### src/pkg/tms_regs.svh
// Register map constants for the timer channel mode select block.
// Assumes inclusion by bare name from design files.
`ifndef TMS_REGS_SVH
`define TMS_REGS_SVH
// ==========================================
// Offsets (byte addresses, one word each)
`define TMS_MODE_CH0_OFS 4'h0
`define TMS_MODE_CH1_OFS 4'h4
`define TMS_MODE_CH2_OFS 4'h8
`define TMS_STATUS_OFS 4'hC
// ==========================================
// Field positions
`define TMS_FLD_MODE_LSB 0
`define TMS_FLD_MODE_MSB 2
`define TMS_FLD_MODE_TOP 3
`define TMS_FLD_BUF_A 4
`define TMS_FLD_BUF_B 5
// ==========================================
// Reset and fixed values
`define TMS_MODE_RST 8'hC0
`define TMS_RSVD_ONES 8'hC0
`define TMS_UNMAPPED_RD 32'h0000_0000
`endif

### src/pkg/tms_pkg.sv
// Types shared by the timer channel mode select block.
// Assumes tms_regs.svh sits beside it.
package tms_pkg;
  // One-hot decoded operating mode
  typedef enum logic [7:0] {
    TMS_NORMAL = 8'h01,
    TMS_PWM1 = 8'h02,
    TMS_PWM2 = 8'h04,
    TMS_PHASE1 = 8'h08,
    TMS_PHASE2 = 8'h10,
    TMS_PHASE3 = 8'h20,
    TMS_PHASE4 = 8'h40,
    TMS_RSVD = 8'h80
  } tms_mode_t;
  typedef enum logic [1:0] {
    TMS_BUS_IDLE = 2'b01,
    TMS_BUS_ACK = 2'b10
  } tms_bus_t;
endpackage : tms_pkg

### src/verilog/tms_mode_decode.sv
// Decoder from a channel's mode field to a one-hot operating mode.
// Assumes a stored mode register value on its input.
`timescale 1ns/1ns
module tms_mode_decode (
  input wire logic [2:0] mode_field,
  output tms_pkg::tms_mode_t mode
);
  // ==========================================
  // Decode of the three low mode bits
  always_comb begin
    case (mode_field)
      3'b000: mode = tms_pkg::TMS_NORMAL;
      3'b001: mode = tms_pkg::TMS_NORMAL; // Reserved code treated as normal
      3'b010: mode = tms_pkg::TMS_PWM1;
      3'b011: mode = tms_pkg::TMS_PWM2;
      3'b100: mode = tms_pkg::TMS_PHASE1;
      3'b101: mode = tms_pkg::TMS_PHASE2;
      3'b110: mode = tms_pkg::TMS_PHASE3;
      default: mode = tms_pkg::TMS_PHASE4;
    endcase
  end
endmodule : tms_mode_decode

### src/verilog/tms_mode_select.sv
// Mode registers for a three-channel timer, reached over Avalon-MM.
// Assumes a synchronous Avalon master on sys_clk; counters live elsewhere.
`timescale 1ns/1ns
`include "tms_regs.svh"

// Functional notes
// - Top two mode register bits always read one; writes ignored.
// - Channel 0 bit 5 pairs register B with register D for buffering.
// - Register D raises no capture or compare events while buffering B.
// - Channel 0 bit 4 pairs register A with register C for buffering.
// - Register C raises no capture or compare events while buffering A.
// - Channels 1 and 2 bit 5 reads zero, ignores writes.
// - Channels 1 and 2 bit 4 reads zero, ignores writes.
// - Mode codes: normal, reserved, PWM1, PWM2, phase counting 1 to 4.
// - Channel 1 in phase counting ignores its clock source selection.
module tms_mode_select #(
  parameter int NUM_CH = 3
) (
  input wire logic sys_clk,
  input wire logic rst_b,
  input wire logic [3:0] avs_address,
  input wire logic avs_read,
  input wire logic avs_write,
  input wire logic [31:0] avs_writedata,
  input wire logic [3:0] avs_byteenable,
  output logic [31:0] avs_readdata,
  output logic avs_waitrequest,
  input wire logic [2:0] ch_running,
  input wire logic [2:0] ch0_d_event_raw,
  input wire logic [2:0] ch0_c_event_raw,
  output logic ch0_d_event,
  output logic ch0_c_event,
  output logic buffer_pair_a_enable,
  output logic buffer_pair_b_enable,
  output logic [7:0] ch0_mode,
  output logic [7:0] ch1_mode,
  output logic [7:0] ch2_mode,
  output logic ch1_clk_sel_ignore
);
  // ==========================================
  // Elaboration check
  if (NUM_CH != 3) begin : g_bad_ch
    $error("tms_mode_select serves exactly three channels");
  end

  logic [7:0] mode_q [3];
  logic [31:0] readdata_q;
  logic waitreq_q;
  tms_pkg::tms_bus_t bus_q;
  logic [2:0] running_q;
  logic wr_while_run_q;
  tms_pkg::tms_mode_t dec_mode [3];

  // Write mask per channel: channel 0 keeps buffer bits, others keep mode only
  function automatic logic [7:0] wr_mask(input int ch);
    wr_mask = (ch == 0) ? 8'h3F : 8'h0F;
  endfunction : wr_mask

  function automatic logic is_phase(input tms_pkg::tms_mode_t m);
    is_phase = (m == tms_pkg::TMS_PHASE1) || (m == tms_pkg::TMS_PHASE2) ||
               (m == tms_pkg::TMS_PHASE3) || (m == tms_pkg::TMS_PHASE4);
  endfunction : is_phase

  logic acc_ok;
  // Writes land at the edge that sees waitrequest low, never while the master still waits
  assign acc_ok = (bus_q == tms_pkg::TMS_BUS_ACK) && avs_byteenable[0];

  // ==========================================
  // Bus handshake: one wait cycle, answer on the second edge
  always_ff @(posedge sys_clk or negedge rst_b) begin
    if (!rst_b) begin
      bus_q <= tms_pkg::TMS_BUS_IDLE;
      waitreq_q <= 1'b1;
    end else begin
      // Idle takes a request; the answer state always falls back to idle
      case (bus_q)
        tms_pkg::TMS_BUS_IDLE: begin
          if (avs_read || avs_write) begin
            bus_q <= tms_pkg::TMS_BUS_ACK;
            waitreq_q <= 1'b0;
          end
        end
        default: begin
          bus_q <= tms_pkg::TMS_BUS_IDLE;
          waitreq_q <= 1'b1;
        end
      endcase
    end
  end

  // ==========================================
  // Mode registers, one per channel
  for (genvar ch = 0; ch < 3; ch++) begin : g_ch
    always_ff @(posedge sys_clk or negedge rst_b) begin
      if (!rst_b) begin
        mode_q[ch] <= `TMS_MODE_RST;
      end else if (avs_write && acc_ok && avs_address == 4'(ch * 4)) begin
        // Fixed bits forced; writable bits masked per channel
        mode_q[ch] <= `TMS_RSVD_ONES | (avs_writedata[7:0] & wr_mask(ch));
      end
    end
    tms_mode_decode u_dec (
      .mode_field(mode_q[ch][`TMS_FLD_MODE_MSB:`TMS_FLD_MODE_LSB]),
      .mode(dec_mode[ch])
    );
  end

  // ==========================================
  // Sticky flag: write landed on a channel while its own counter ran; misuse shown, not blocked
  always_ff @(posedge sys_clk or negedge rst_b) begin
    if (!rst_b) begin
      running_q <= 3'b000;
      wr_while_run_q <= 1'b0;
    end else begin
      running_q <= ch_running;
      // Only mapped mode offsets count; a stray unaligned write must not raise it
      if (avs_write && acc_ok && avs_address < `TMS_STATUS_OFS && avs_address[1:0] == 2'b00 &&
          running_q[avs_address[3:2]]) begin
        wr_while_run_q <= 1'b1;
      end else if (avs_write && acc_ok && avs_address == `TMS_STATUS_OFS && avs_writedata[0]) begin
        wr_while_run_q <= 1'b0;
      end
    end
  end

  // ==========================================
  // Read data, if/else-if decode; unmapped reads zero
  always_ff @(posedge sys_clk or negedge rst_b) begin
    if (!rst_b) begin
      readdata_q <= `TMS_UNMAPPED_RD;
    end else if (avs_read && bus_q == tms_pkg::TMS_BUS_IDLE) begin
      if (avs_address == `TMS_MODE_CH0_OFS) begin
        readdata_q <= {24'h00_0000, mode_q[0]};
      end else if (avs_address == `TMS_MODE_CH1_OFS) begin
        readdata_q <= {24'h00_0000, mode_q[1]};
      end else if (avs_address == `TMS_MODE_CH2_OFS) begin
        readdata_q <= {24'h00_0000, mode_q[2]};
      end else if (avs_address == `TMS_STATUS_OFS) begin
        // Bit 1 clock select ignore, bit 0 sticky misuse flag
        readdata_q <= {30'h0000_0000, ch1_clk_sel_ignore, wr_while_run_q};
      end else begin
        readdata_q <= `TMS_UNMAPPED_RD;
      end
    end
  end

  // ==========================================
  // Registered outputs; buffer pairing gates events of C and D
  always_ff @(posedge sys_clk or negedge rst_b) begin
    if (!rst_b) begin
      ch0_d_event <= 1'b0;
      ch0_c_event <= 1'b0;
      buffer_pair_a_enable <= 1'b0;
      buffer_pair_b_enable <= 1'b0;
      ch1_clk_sel_ignore <= 1'b0;
      ch0_mode <= `TMS_MODE_RST;
      ch1_mode <= `TMS_MODE_RST;
      ch2_mode <= `TMS_MODE_RST;
    end else begin
      buffer_pair_b_enable <= mode_q[0][`TMS_FLD_BUF_B];
      buffer_pair_a_enable <= mode_q[0][`TMS_FLD_BUF_A];
      ch0_d_event <= |ch0_d_event_raw & ~mode_q[0][`TMS_FLD_BUF_B];
      ch0_c_event <= |ch0_c_event_raw & ~mode_q[0][`TMS_FLD_BUF_A];
      ch1_clk_sel_ignore <= is_phase(dec_mode[1]);
      ch0_mode <= mode_q[0];
      ch1_mode <= mode_q[1];
      ch2_mode <= mode_q[2];
    end
  end

  assign avs_readdata = readdata_q;
  assign avs_waitrequest = waitreq_q;
endmodule : tms_mode_select

### config.mk
export PLATFORM = sky130hd
export DESIGN_NAME = tms_mode_select
export DESIGN_NICKNAME = d
export VERILOG_FILES = /design/src/pkg/tms_pkg.sv /design/src/verilog/tms_mode_decode.sv /design/src/verilog/tms_mode_select.sv
export VERILOG_INCLUDE_DIRS = /design/src /design/src/pkg
export SDC_FILE = /design/constraint.sdc
export NUM_CORES = 1
export LEC_CHECK = 0
export BUFFER_PORTS_ARGS = -buffer_cell sky130_fd_sc_hd__buf_2
export CAP_MARGIN = 40
export CORE_ASPECT_RATIO = 1.5
export CORE_MARGIN = 8
export CORE_UTILIZATION = 47
export CTS_CLUSTER_SIZE = 40
export DETAILED_ROUTE_END_ITERATION = 12
export PLACE_DENSITY = 0.91
export SLEW_MARGIN = 25
export SYNTH_ARGS = -nofsm -noshare
export SYNTH_HDL_FRONTEND = slang
export SYNTH_SLANG_ARGS = --single-unit
### constraint.sdc
create_clock -name sys_clk -period 3.6 [get_ports sys_clk]
set_input_delay 0.36 -clock sys_clk [delete_from_list [all_inputs] [get_ports sys_clk]]
set_output_delay 0.36 -clock sys_clk [all_outputs]
set_load 0.01 [all_outputs]
==> run metrics <==
Initial DRC Count=15; CTS tree=yes; antenna violations before repair=0; core area=4173 um2; vias in the first global route=1376; Layout area overhead=12.24%; Worst Max-Slew Pin Slew=0.5287 ns; Core Util, Final=0.5388; most common cell after layout, fill and taps aside=buf_2; distinct cell type count of the synthesized netlist=34; class of the worst hold path=in -> async; PwrDens=522.9 nW/um2; Arr. time, crit path=1.92 ns; row count=29; Seq/Total Area, Yosys=0.5503; DR vias=1242; Net count, final=256; largest net degree at the start of global routing=26; Post-CTS Setup Bufs=0; Largest stage delay, worst path=0.62 ns; share of layout cells above drive strength 1=0.3431; clock sinks=44; Crit. End Element=flip-flop; Initial Utilization=0.4801; skew final=0.004423 ns; CP Class=reg -> reg; sequential share of power=0.527; antenna fix cells=0; Post-Synthesis Cells=155; most frequent cells in the layout=buf_2, dfrtp_1, conb_1; Sw Share=0.2885; fin crit period=1.687 ns; Max Freq=592.7 MHz; Max VDD drop=0.0003886 V; CP startpoint=bus_q[0]$_DFFE_PN1P_; clock share of power=0.260; critical path's slowest cell=a2111oi_0; die span in y=95.96 um; crit-path max FO=11; Leakage=1.233 nW; Reg clk slew, reported paths=0.08 ns; I/O pins=115; number of flops mapped to enable cells by yosys=0; CTS Buffer Depth=2; Die Wd=69.31 um; DRC Markers=0; Root Driver=clkbuf_8; NetSw=0.3391 mW; routability cong.=0.7714; Post-DP HPWL=3.094 mm; Worst slew margin=0.6384; worst setup margin=1.913 ns; status=completed; Initial DRT Pass Iterations=4; Final setup viols=0; Clock Latency Late Sink=0.29 ns; required time of the critical path=3.83 ns; gr ovfl total=0; worst hold slack=0.01453 ns; commonest register cell after synthesis=dfrtp_1; Die ar.=6650 um2; CTS Hold Buffers Added=0; fin crit share=0.4686; I/O Buffers=51; Syn Area/Cell=12.92 um2; FFs w/ async S/R, synth=1.000; Final Hold Fails=0; GRT Total Usage=0.1151; crit path cell chain=nand3b_1 -> a2111oi_0 -> a21o_1; proportion of power drawn by combinational gates=0.213; MaxCap Viol Count=0; wirelength, routed=3.800 mm; post_cts resized=0; Inst Count DP=242; setup TNS=0 ns; vias per cell=4.968; CP startpoint kind=flip-flop; H-tree Lvls=2; Finished Layout Cells=250; Worst R2R Start=bus_q[0]$_DFFE_PN1P_; Synth Cell Area=2003 um2; Int Pwr=0.8366 mW; Setup WS pre-CTS=1.771 ns; post-route ant nets=0; first-pass GRT wire length=6.203 mm; TritonCTS buffer count=5; DR WL/cell=15.20 um; RSZ-0062 raised after global routing=false; Ys Warns=0; FF+latch count, synth=44; fin. max-slew vios=0
## Yosys cell counts (all sizes together) (2+ instances only)
library cell / number / share of area
a21oi: 6 / 0.015
o31ai: 2 / 0.0075
nor2b: 2 / 0.0062
nand2b: 3 / 0.0094
conb: 2 / 0.0037
o41ai: 2 / 0.0087
nand2: 2 / 0.0037
nor4: 2 / 0.014
mux2: 16 / 0.10
clkbuf: 2 / 0.0037
nor2: 6 / 0.019
a22o: 2 / 0.0087
a22oi: 2 / 0.0075
buf: 41 / 0.15
a211o: 2 / 0.0087
nor3: 3 / 0.0075
nand3b: 5 / 0.019
dfrtp: 43 / 0.54
## flip-flops by register name (all words and copies together), names as in the netlist
name,cells
avs_readdata,7
mode_q,14
ch0_c_event,1
ch2_mode,4
ch1_clk_sel_ignore,1
ch0_d_event,1
ch1_mode,4
wr_while_run_q,1
running_q,3
ch0_mode,6
bus_q,2
## through the flow
stage / power [mW] / cell area (um2)
6_report: 1.176 / 2248
5_1_grt: 1.247 / 2248
4_1_cts: 1.193 / 2248
3_5_place_dp: 0.8855 / 2158
3_3_place_gp: 0.8682 / 2131
2_1_floorplan: 0.8060 / 2123
## layout make-up
class,instances,area (um2)
inverters,1,3.754
repair buffers,52,282.8
fillers,358,1924
multi-input cells,99,711.9
flip-flops and latches,44,1102
well taps,46,57.56
clock buffers,8,90.09
## critical path: cells and delay by family, from the launching register on
kind | cells | cell delay, ns
AOI/OAI and AO/OA | 2 | 0.76
DFF | 1 | 0.55
and+or+nand+nor | 1 | 0.32
## cells by family after synthesis
logic type             after synthesis  share of synthesized area
AO/OA/AOI/OAI                       20                    0.07121
buffers and inverters               44                     0.1543
flip-flops                          44                     0.5503
multiplexers                        17                     0.1062
other                                2                   0.003749
AND/OR/NAND/NOR                     28                     0.1143
## path summary, 6_finish.rpt
kind                                                     to  slack [ns]  cells after the start
worst max register to register  avs_readdata[6]$_DFFE_PN0P_        1.91                      3
worst min-delay path                 mode_q[16]$_DFFE_PN0P_        0.01                      1
worst min register to register        ch1_mode[0]$_DFF_PN0_        0.40                      0
min in group sys_clk                 running_q[2]$_DFF_PN0_        0.17                      1
max in group asynchronous              bus_q[0]$_DFFE_PN1P_        3.03                      2
worst max-delay path            avs_readdata[6]$_DFFE_PN0P_        1.91                      3
## per-layer routing
metal / track usage / up-vias / wire, um
met5: 0 / - / 0
met4: 0.06690 / 0 / 87
met3: 0.06914 / 8 / 444
met2: 0.1958 / 66 / 2006
met1: 0.1046 / 599 / 1262
li1: - / 569 / -
## power by group through the flow
stage	registers [mW]	logic, mW	clock network, mW
2_1_floorplan	0.648	0.158	0
3_3_place_gp	0.626	0.242	0
3_5_place_dp	0.631	0.254	0
4_1_cts	0.622	0.255	0.317
5_1_grt	0.630	0.277	0.340
6_report	0.620	0.250	0.306
Note: power is estimated with default switching activity, not from simulation.
